**src/inc/fifo_host_pkg.sv**
```systemverilog
// Constants, states and pin bundles for the elastic FIFO host controller.
package fifo_host_pkg;

  // ------------------------------------------------------------------
  // Geometry of the external store
  // ------------------------------------------------------------------
  localparam int WORD_W = 4;
  localparam int DEPTH = 16;
  localparam int FILL_W = 5;
  localparam logic [FILL_W-1:0] FILL_FULL = 5'h10;
  localparam logic [FILL_W-1:0] FILL_RST = 5'h00;

  // ------------------------------------------------------------------
  // Timing, each time in ns and its cycle count at the clock rate
  // ------------------------------------------------------------------
  localparam int CLK_PERIOD_NS = 20;
  localparam int CLEAR_PULSE_NS = 100;
  localparam int PUSH_HIGH_NS = 40;
  localparam int PUSH_LOW_NS = 40;
  localparam int TMR_W = 4;
  localparam logic [TMR_W-1:0] CLEAR_CYCLES =
    TMR_W'((CLEAR_PULSE_NS + CLK_PERIOD_NS - 1) / CLK_PERIOD_NS);
  localparam logic [TMR_W-1:0] PUSH_HIGH_CYCLES =
    TMR_W'((PUSH_HIGH_NS + CLK_PERIOD_NS - 1) / CLK_PERIOD_NS);
  localparam logic [TMR_W-1:0] PUSH_LOW_CYCLES =
    TMR_W'((PUSH_LOW_NS + CLK_PERIOD_NS - 1) / CLK_PERIOD_NS);
  localparam logic [TMR_W-1:0] TMR_RST = 4'h0;

  // ------------------------------------------------------------------
  // State machines
  // ------------------------------------------------------------------
  typedef enum logic [1:0] {W_CLEAR, W_IDLE, W_HIGH, W_LOW} wr_state_t;
  typedef enum logic [1:0] {R_IDLE, R_RAISE, R_FALL, R_SETTLE} rd_state_t;

  // ------------------------------------------------------------------
  // Pin bundles facing the FIFO device
  // ------------------------------------------------------------------
  typedef struct packed {
    logic clear_all;
    logic push_strobe;
    logic pop_strobe;
    logic read_oe_n;
    logic [WORD_W-1:0] write_word;
  } fifo_drive_t;

  typedef struct packed {
    logic input_space;
    logic output_valid_flag;
    logic [WORD_W-1:0] read_word;
  } fifo_sense_t;

  localparam fifo_drive_t DRIVE_RST = '{clear_all: 1'b1, push_strobe: 1'b0,
    pop_strobe: 1'b0, read_oe_n: 1'b1, write_word: 4'h0};

endpackage

```
**src/rtl/fifo_host_ctrl.sv**
```systemverilog
// Host controller that drives an elastic 16x4 FIFO device through its pins.
`timescale 1ns/1ps
`default_nettype none

module fifo_host_ctrl
  import fifo_host_pkg::*;
(
  input wire logic clk_i,
  input wire logic sys_rst_i,
  input wire logic wr_req_i,
  input wire logic [WORD_W-1:0] wr_data_i,
  input wire logic rd_req_i,
  input wire fifo_sense_t dev_i,
  output logic wr_ack_o,
  output logic rd_valid_o,
  output logic [WORD_W-1:0] rd_word_o,
  output logic ready_o,
  output fifo_drive_t dev_o
);

  // A push may start only when the device shows space and our count agrees.
  // no push while full
  function automatic logic push_ok(input logic space, input logic [FILL_W-1:0] fill);
    push_ok = space && (fill < FILL_FULL);
  endfunction

  wr_state_t wr_st_q, wr_st_d;
  rd_state_t rd_st_q, rd_st_d;
  logic [TMR_W-1:0] tmr_q, tmr_d;
  logic [FILL_W-1:0] fill_q, fill_d;
  fifo_drive_t drv_q, drv_d;
  logic wr_ack_q, wr_ack_d;
  logic rd_valid_q, rd_valid_d;
  logic [WORD_W-1:0] rd_word_q, rd_word_d;
  logic ready_q, ready_d;
  logic push_rise, pop_fall;

  // ------------------------------------------------------------------
  // Write side: clear after reset, then push strobes
  // ------------------------------------------------------------------

  // Next write state, strobe timing and clear pulse.
  always_comb
  begin
    wr_st_d = wr_st_q;
    tmr_d = tmr_q;
    wr_ack_d = 1'b0;
    drv_d = drv_q;
    push_rise = 1'b0;
    unique case (wr_st_q)
      W_CLEAR:
      begin
        if (tmr_q >= CLEAR_CYCLES - 4'h1)
        begin
          drv_d.clear_all = 1'b0;
          wr_st_d = W_IDLE;
          tmr_d = TMR_RST;
        end
        else
        begin
          tmr_d = tmr_q + 4'h1;
        end
      end
      W_IDLE:
      begin
        if (wr_req_i && push_ok(dev_i.input_space, fill_q))
        begin
          drv_d.write_word = wr_data_i;
          drv_d.push_strobe = 1'b1;
          push_rise = 1'b1;
          wr_ack_d = 1'b1;
          wr_st_d = W_HIGH;
          tmr_d = TMR_RST;
        end
      end
      W_HIGH:
      begin
        if (tmr_q >= PUSH_HIGH_CYCLES - 4'h1)
        begin
          drv_d.push_strobe = 1'b0;
          wr_st_d = W_LOW;
          tmr_d = TMR_RST;
        end
        else
        begin
          tmr_d = tmr_q + 4'h1;
        end
      end
      W_LOW:
      begin
        // The low time lets the device finish the push before the next one.
        if (tmr_q >= PUSH_LOW_CYCLES - 4'h1)
        begin
          wr_st_d = W_IDLE;
          tmr_d = TMR_RST;
        end
        else
        begin
          tmr_d = tmr_q + 4'h1;
        end
      end
    endcase
    drv_d.pop_strobe = (rd_st_d == R_RAISE);
    drv_d.read_oe_n = !((rd_st_d == R_RAISE) || (rd_st_d == R_FALL));
  end

  // ------------------------------------------------------------------
  // Read side: pop strobe with output enable around the sample
  // ------------------------------------------------------------------

  // Next read state; the word is sampled before the strobe falls.
  always_comb
  begin
    rd_st_d = rd_st_q;
    rd_valid_d = 1'b0;
    rd_word_d = rd_word_q;
    pop_fall = 1'b0;
    unique case (rd_st_q)
      R_IDLE:
      begin
        if (rd_req_i && dev_i.output_valid_flag && (wr_st_q != W_CLEAR))
        begin
          rd_st_d = R_RAISE;
        end
      end
      R_RAISE:
      begin
        // Outputs have been enabled for a full cycle, so the word is settled.
        rd_word_d = dev_i.read_word;
        rd_valid_d = 1'b1;
        rd_st_d = R_FALL;
      end
      R_FALL:
      begin
        pop_fall = 1'b1;
        rd_st_d = R_SETTLE;
      end
      R_SETTLE:
      begin
        // A stale flag would start a second pop of a word already taken.
        if (!dev_i.output_valid_flag)
        begin
          rd_st_d = R_IDLE;
        end
      end
    endcase
  end

  // Occupancy count kept by the host, since burst use ignores the flags.
  // Readiness lives here so no process reads back a value it feeds.
  always_comb
  begin
    fill_d = fill_q;
    ready_d = 1'b0;
    if (push_rise && !pop_fall)
    begin
      fill_d = fill_q + 5'h01;
    end
    else if (pop_fall && !push_rise && (fill_q != FILL_RST))
    begin
      fill_d = fill_q - 5'h01;
    end
    // Readiness looks one cycle ahead so the output comes from a flop.
    ready_d = (wr_st_d == W_IDLE) && (fill_d < FILL_FULL);
  end

  // Register all state; synchronous reset restarts the clear pulse.
  always_ff @(posedge clk_i)
  begin
    if (sys_rst_i)
    begin
      wr_st_q <= W_CLEAR;
      rd_st_q <= R_IDLE;
      tmr_q <= TMR_RST;
      fill_q <= FILL_RST;
      drv_q <= DRIVE_RST;
      wr_ack_q <= 1'b0;
      rd_valid_q <= 1'b0;
      rd_word_q <= 4'h0;
      ready_q <= 1'b0;
    end
    else
    begin
      wr_st_q <= wr_st_d;
      rd_st_q <= rd_st_d;
      tmr_q <= tmr_d;
      fill_q <= fill_d;
      drv_q <= drv_d;
      wr_ack_q <= wr_ack_d;
      rd_valid_q <= rd_valid_d;
      rd_word_q <= rd_word_d;
      ready_q <= ready_d;
    end
  end

  assign dev_o = drv_q;
  assign wr_ack_o = wr_ack_q;
  assign rd_valid_o = rd_valid_q;
  assign rd_word_o = rd_word_q;
  assign ready_o = ready_q;

  // ------------------------------------------------------------------
  // Assertions
  // ------------------------------------------------------------------

  property p_clear_pulse;
    @(posedge clk_i) disable iff (sys_rst_i)
      $fell(sys_rst_i) |-> drv_q.clear_all [*5] ##1 !drv_q.clear_all;
  endproperty
  a_clear_pulse: assert property (p_clear_pulse) else $error("clear pulse wrong length");

  property p_push_on_space;
    @(posedge clk_i) disable iff (sys_rst_i)
      $rose(drv_q.push_strobe) |-> $past(dev_i.input_space) && !drv_q.clear_all;
  endproperty
  a_push_on_space: assert property (p_push_on_space) else $error("push without space");

  property p_push_shape;
    @(posedge clk_i) disable iff (sys_rst_i)
      $rose(drv_q.push_strobe) |-> drv_q.push_strobe [*2] ##1 !drv_q.push_strobe [*2];
  endproperty
  a_push_shape: assert property (p_push_shape) else $error("push strobe shape wrong");

  property p_capacity;
    @(posedge clk_i) disable iff (sys_rst_i)
      $rose(drv_q.push_strobe) |-> $past(fill_q) < FILL_FULL && fill_q <= FILL_FULL;
  endproperty
  a_capacity: assert property (p_capacity) else $error("push beyond capacity");

  property p_full_no_push;
    @(posedge clk_i) disable iff (sys_rst_i)
      (fill_q == FILL_FULL) |=> !$rose(drv_q.push_strobe);
  endproperty
  a_full_no_push: assert property (p_full_no_push) else $error("push while full");

  property p_pop_falls;
    @(posedge clk_i) disable iff (sys_rst_i)
      $rose(drv_q.pop_strobe) |-> !drv_q.read_oe_n ##1 !drv_q.pop_strobe && rd_valid_o;
  endproperty
  a_pop_falls: assert property (p_pop_falls) else $error("pop strobe held too long");

  c_push: cover property (@(posedge clk_i) disable iff (sys_rst_i) $rose(drv_q.push_strobe));
  c_pop: cover property (@(posedge clk_i) disable iff (sys_rst_i) rd_valid_o);
  c_full: cover property (@(posedge clk_i) disable iff (sys_rst_i) fill_q == FILL_FULL);
  c_both: cover property (@(posedge clk_i) disable iff (sys_rst_i) push_rise && pop_fall);

endmodule

`default_nettype wire

```
**config.mk**
```make
export PLATFORM = sky130hd
export DESIGN_NAME = fifo_host_ctrl
export DESIGN_NICKNAME = d
export VERILOG_FILES = /design/src/inc/fifo_host_pkg.sv /design/src/rtl/fifo_host_ctrl.sv
export SDC_FILE = /design/constraint.sdc
export NUM_CORES = 1
export LEC_CHECK = 0
export ABC_CLOCK_PERIOD_IN_PS = 1790
export BUFFER_PORTS_ARGS = -buffer_cell sky130_fd_sc_hd__buf_2
export CAP_MARGIN = 20
export CORE_MARGIN = 2
export CORE_UTILIZATION = 40
export CTS_BUF_LIST = sky130_fd_sc_hd__clkbuf_4 sky130_fd_sc_hd__clkbuf_8
export DETAILED_ROUTE_END_ITERATION = 6
export GPL_TIMING_DRIVEN = 0
export PLACE_DENSITY_LB_ADDON = 0.2
export SETUP_SLACK_MARGIN = 0.5
export SLEW_MARGIN = 10
export SYNTH_ARGS = -nofsm -noshare
export SYNTH_HDL_FRONTEND = slang
export SYNTH_SLANG_ARGS = --single-unit
```
**constraint.sdc**
```tcl
create_clock -name clk_i -period 1.79 [get_ports clk_i]
set_input_delay 0.2685 -clock clk_i [delete_from_list [all_inputs] [get_ports clk_i]]
set_output_delay 0.2685 -clock clk_i [all_outputs]
set_load 0.02 [all_outputs]
```
**Yosys cells after proc, flatten, opt, wreduce, memory -nomap -nowiden**

Cells that the tools add are included.

- Logic and storage cells: 73
- Register bits: 28
- Input bits: 14
- Output and inout bits: 15

- Order comparisons: 4
- Equal/unequal tests: 11
- Reduce and logical (&&, ||, !) cells: 21
- Multiplexer cells: 21
- $add $sub $neg: 3

Operator list:

| operator | number |
|---|---|
| $pmux 2 s4 | 2 |
| $mux 2 | 6 |
| $mux 4 | 3 |
| $pmux 4 s3 | 1 |
| $eq 2x2->1 const B | 5 |
| $lt 5x5->1 const B | 2 |
| $mux 5 | 2 |
| $eq 2x1->1 const B | 4 |
| $logic_and 1x1->1 | 8 |
| $mux 1 | 6 |
| $add 5x1->5 const B | 1 |
| $reduce_bool 5->1 | 1 |
| $sub 5x1->5 const B | 1 |
| $add 4x1->4 const B | 1 |
| $ge 4x1->1 const B | 1 |
| $ge 4x3->1 const B | 1 |
| $logic_not 2->1 | 2 |
| $ne 2x2->1 const B | 2 |
| $reduce_and 2->1 | 2 |
| $reduce_bool 2->1 | 2 |
| $logic_not 1->1 | 3 |
| $reduce_and 3->1 | 1 |
| $pmux 1 s2 | 1 |
| $reduce_or 2->1 | 1 |
| $logic_or 1x1->1 | 1 |

**Depth between registers and ports, before layout**

- Depth in word-level cells: 12
- Gate-level depth with buffers: 7
- Depth with buffers taken out: 6

**Least setup slack after synthesis**

No wires, ideal clock.

- Kind: register to register
- Start point: register wr_st_q[1]
- End point: register drv_q (netlist bit dev_o[4])
- Cell stages (with the launch flop): 8
- Path slack: 216 ps
- Clock period less this slack: 1574 ps
- Arrival time: 1451 ps
- Path buffers: 1
- Library setup time: 123 ps
- Cell sequence: dfxtp_1 buf_2 nor2_1 nor3b_1 o21ai_1 nand2_1 ha_1 or2_2

RTL lines:

| what | RTL line | text |
|---|---|---|
| from (decl) | fifo_host_ctrl.sv:27 | `wr_state_t wr_st_q, wr_st_d;` |
| from (signal assigned) | fifo_host_ctrl.sv:184 | `wr_st_q <= wr_st_d;` |
| to (signal assigned) | fifo_host_ctrl.sv:188 | `drv_q <= drv_d;` |
| to (decl) | fifo_host_ctrl.sv:31 | `fifo_drive_t drv_q, drv_d;` |

**Worst setup path after layout**

- Start point: register tmr_q[1]
- End point: register ready_q, in the netlist ready_o

- Word-level cells in the longest chain between the ends: 5
- Elaborated cells on any way between the ends: 8
- Classes of those cells: 2 x order compare; 1 x eq/ne; 4 x mux; 1 x reduce/logical

RTL lines:

| what | RTL line | text |
|---|---|---|
| from (decl) | fifo_host_ctrl.sv:29 | `logic [TMR_W-1:0] tmr_q, tmr_d;` |
| from (signal assigned) | fifo_host_ctrl.sv:186 | `tmr_q <= tmr_d;` |
| $ge 4x1->1 / $ge 4x3->1 (equally long branches) | fifo_host_ctrl.sv:78, fifo_host_ctrl.sv:92, fifo_host_ctrl.sv:53 |  |
| $mux 2, on equally long branches | fifo_host_ctrl.sv:92, fifo_host_ctrl.sv:53, fifo_host_ctrl.sv:78 |  |
| $pmux 2 s4 * | fifo_host_ctrl.sv:50 | `unique case (wr_st_q)` |
| $eq 2x1->1 * | fifo_host_ctrl.sv:164 | `ready_d = (wr_st_d == W_IDLE) && (fill_d < FILL_FULL);` |
| $logic_and 1x1->1 * | fifo_host_ctrl.sv:164 |  |
| to (signal assigned) | fifo_host_ctrl.sv:192 | `ready_q <= ready_d;` |
| to (decl) | fifo_host_ctrl.sv:35 | `logic ready_q, ready_d;` |

Mark *: on every way between the ends. The rest lies on a longest branch, timed or not.
A chain may end at the register's enable or synchronous reset.

==> results.toml <==
[critical_path]
crit_arrival_ns = 1.72
cp-end-kind = "flip-flop"
crit_family = "simple AND/OR/NAND/NOR gates"
cp.required_ns = 2.03
cp_slowest_cell = "or4b_4"
crit_type = "reg -> reg"
worst_path_largest_cell_delay_ns = 0.51
crit_path_start_kind = "flip-flop"
crit_buf_inv = 1
path_cells = "inv_4 > ha_4 > or4b_4 > nand3_2 > a21oi_2 > o21a_1"
worstPathMaxFanout = 3

[detailed_routing]
firstDrtPassIters = 4
viasPerCell = 5.197
drtIter0Drc = 37
vias = 1216
wl_per_cell_um = 13.72
drc = 0
finalWirelength_um = 3211
ant_nets = 0

[timing]
worst_pin_slew_ns = 0.5620
skew_ns = 0.007112
setup_viol = 0
maxClockFrequency_mhz = 675.8
max_slew_margin_pct = 62.06
rsz0062_at_grt = "yes"
fin_ws_ns = 0.3102
final.setup.tns_ns = 0
finalHoldViolations = 0
min_period_ns = 1.480
slew_violations = 0
finalCritPeriodShare_pct = 82.67

[flow_run]
drv_cap = 0

[clock_tree]
cts_made_buffers = 3
cts.clk_slew.worst_paths_ns = 0.15
cts_num_sinks = 28
htree_levels = 1
clockBufferDepth = 2
cts_root_buffer = "clkbuf_4"
tritoncts = "yes"
worstSkewPairLatency_ns = 0.32

[power_and_ir_drop]
p_leak_uw = 0.0007606
vdd_drop_max_v = 0.0003530
cellPowerDensity_mw_per_mm2 = 1039

[synthesis]
synthesis.instances = 142
synth_area_per_cell_um2 = 9.269
synth_seq_cells = 28
synth_edf_count = 0
synth_seq_area_share_pct = 42.59
ys_types = 41
synthArstFlopShare_pct = 0
syn_area_mm2 = 0.001316
ys.flop_type = "dfxtp_1"
ys_warn_count = 0
synth_nets = 162

[global_routing]
antenna_found_initial = 0
overflow = 0
grt_max_degree = 16
grt_pass1_wl_um = 4995
groute.usage.overall_pct = 18.07
grt_pass1_vias = 1113

[placed_design]
place_ws_ns = 0.2443
hpwl_um = 2136
place.gp.congestion = 0.7690
portBuffers = 28

[floorplan]
ios = 29
core_area_mm2 = 0.003103
die_y_um = 61.37
num_rows = 20
die-area_mm2 = 0.003766
initial_core_util_pct = 42.42
fp.dieW_um = 61.37

[outcome]
status = "completed"

[cells_and_area]
n_antenna_cell = 0
area_growth_pct = 41.83
drive_gt1_share_pct = 49.47
nFillCells = 286
layout.nets = 211

[min_path]
hold_path_class = "in -> reg"
worst register-to-register path, stage by stage (launching register included):
cell	delay (ns)
dfxtp_2	0.39
inv_4	0.05
ha_4	0.15
or4b_4	0.51
nand3_2	0.10
a21oi_2	0.06
o21a_1	0.13
metal layers:
metal,track usage (%),vias to the layer above,routed length [um]
li1,-,609,-
met1,20.65,572,1271
met2,33.74,33,1746
met3,3.361,2,177
met4,5.775,0,15
met5,0,-,0
power breakdown:
part	switching (uW)	internal, uW	total, uW	leakage, uW
Sequential	74.1	713	787	0.000232
Combinational	403	442	845	0.000508
Clock	183	124	308	0.0000210
Total	660	1280	1940	0.000761
flip-flops by register name, summed over array words and instances, names as in the netlist:
register    cells
rd_st_q         2
wr_ack_o        1
wr_st_q         2
rd_word_o       4
tmr_q           4
ready_o         1
rd_valid_o      1
dev_o           8
fill_q          5
cell families (layout without fill, tap and decap cells):
logic type	count (synthesis)	after routing	synth area share, %
simple gates	52	52	24.90
compound gates	38	38	18.06
flops	28	28	42.59
mux	4	4	3.042
fa+ha+maj	6	6	5.703
buf+inv	12	60	4.372
xor+xnor	2	2	1.331
synth_stat cells (all sizes together), types with 2 or more instances:
library cell / count / area (um^2)
dfxtp: 28 / 560.5
o21ai: 14 / 70.06
a21oi: 13 / 65.06
nand2: 9 / 33.78
nor2: 9 / 41.29
inv: 7 / 26.28
ha: 6 / 75.07
nor3: 5 / 25.02
mux2i: 4 / 40.04
nor2b: 4 / 25.02
and2: 3 / 18.77
clkbuf: 3 / 11.26
nor3b: 3 / 22.52
or2: 3 / 18.77
buf: 2 / 20.01
nand2b: 2 / 12.51
nand3: 2 / 10.01
nand3b: 2 / 15.01
nor4: 2 / 12.51
nor4b: 2 / 23.77
o21a: 2 / 15.01
o311ai: 2 / 17.52
xnor2: 2 / 17.52
metrics by stage:
stage	instance area, um^2	util, %	cells	hold WS, ns	total power (uW)
finish	1867	60.16	234	0.1594	1939
global route	1867	60.16	234	0.1416	2053
CTS	1800	58.02	230	0.1533	1854
detailed placement	1554	50.08	214	0.4538	1298
global placement	1554	50.08	214	0.4399	1279
floorplan	1359	-	142	0.3401	1166
path summary, 6_finish.rpt:
| path | from | slack, ns | cells past startpoint | endpoint |
|---|---|---|---|---|
| worst min-delay path | wr_data_i[3] | 0.16 | 3 | dev_o[3]$_SDFFE_PP0P_ |
| worst max register to register | tmr_q[1]$_SDFFE_PP0P_ | 0.31 | 6 | ready_o$_SDFF_PP0_ |
| worst min register to register | dev_o[7]$_SDFFE_PP1P_ | 0.47 | 2 | dev_o[7]$_SDFFE_PP1P_ |
| worst max-delay path | tmr_q[1]$_SDFFE_PP0P_ | 0.31 | 6 | ready_o$_SDFF_PP0_ |
layout make-up:
type / instances / area, um^2 / share of cell area [%]
plain buffers: 5 / 47.55 / 2.547
clock buffers: 4 / 36.28 / 1.944
inverters: 7 / 28.78 / 1.542
multi-input cells: 102 / 855.8 / 45.84
flip-flops and latches: 28 / 579.3 / 31.03
well taps: 44 / 55.05 / 2.949
repair buffers: 44 / 264.0 / 14.14
repair_timing:
action	CTS	global route
gates resized for setup	34	9
buffers inserted	12	4
hold buffers	0	0
pin swaps	14	5
setup endpoints to repair	14	19
cell usage in the layout, fill, tap and decap left out, types with 3 or more instances in the layout:
cell type / netlist / layout
dfxtp_4: 0 / 3
a21oi_2: 0 / 4
o21ai_1: 3 / 4
inv_1: 7 / 3
inv_2: 0 / 3
clkbuf_4: 0 / 3
mux2i_1: 4 / 4
buf_2: 1 / 28
nor2_1: 8 / 7
and2_1: 3 / 3
o21ai_0: 11 / 8
dfxtp_1: 28 / 19
ha_4: 0 / 3
nand2_1: 9 / 9
buf_4: 0 / 15
a21oi_1: 13 / 9
dfxtp_2: 0 / 6
nor3_1: 5 / 4
(Power assumes the default switching activity.)
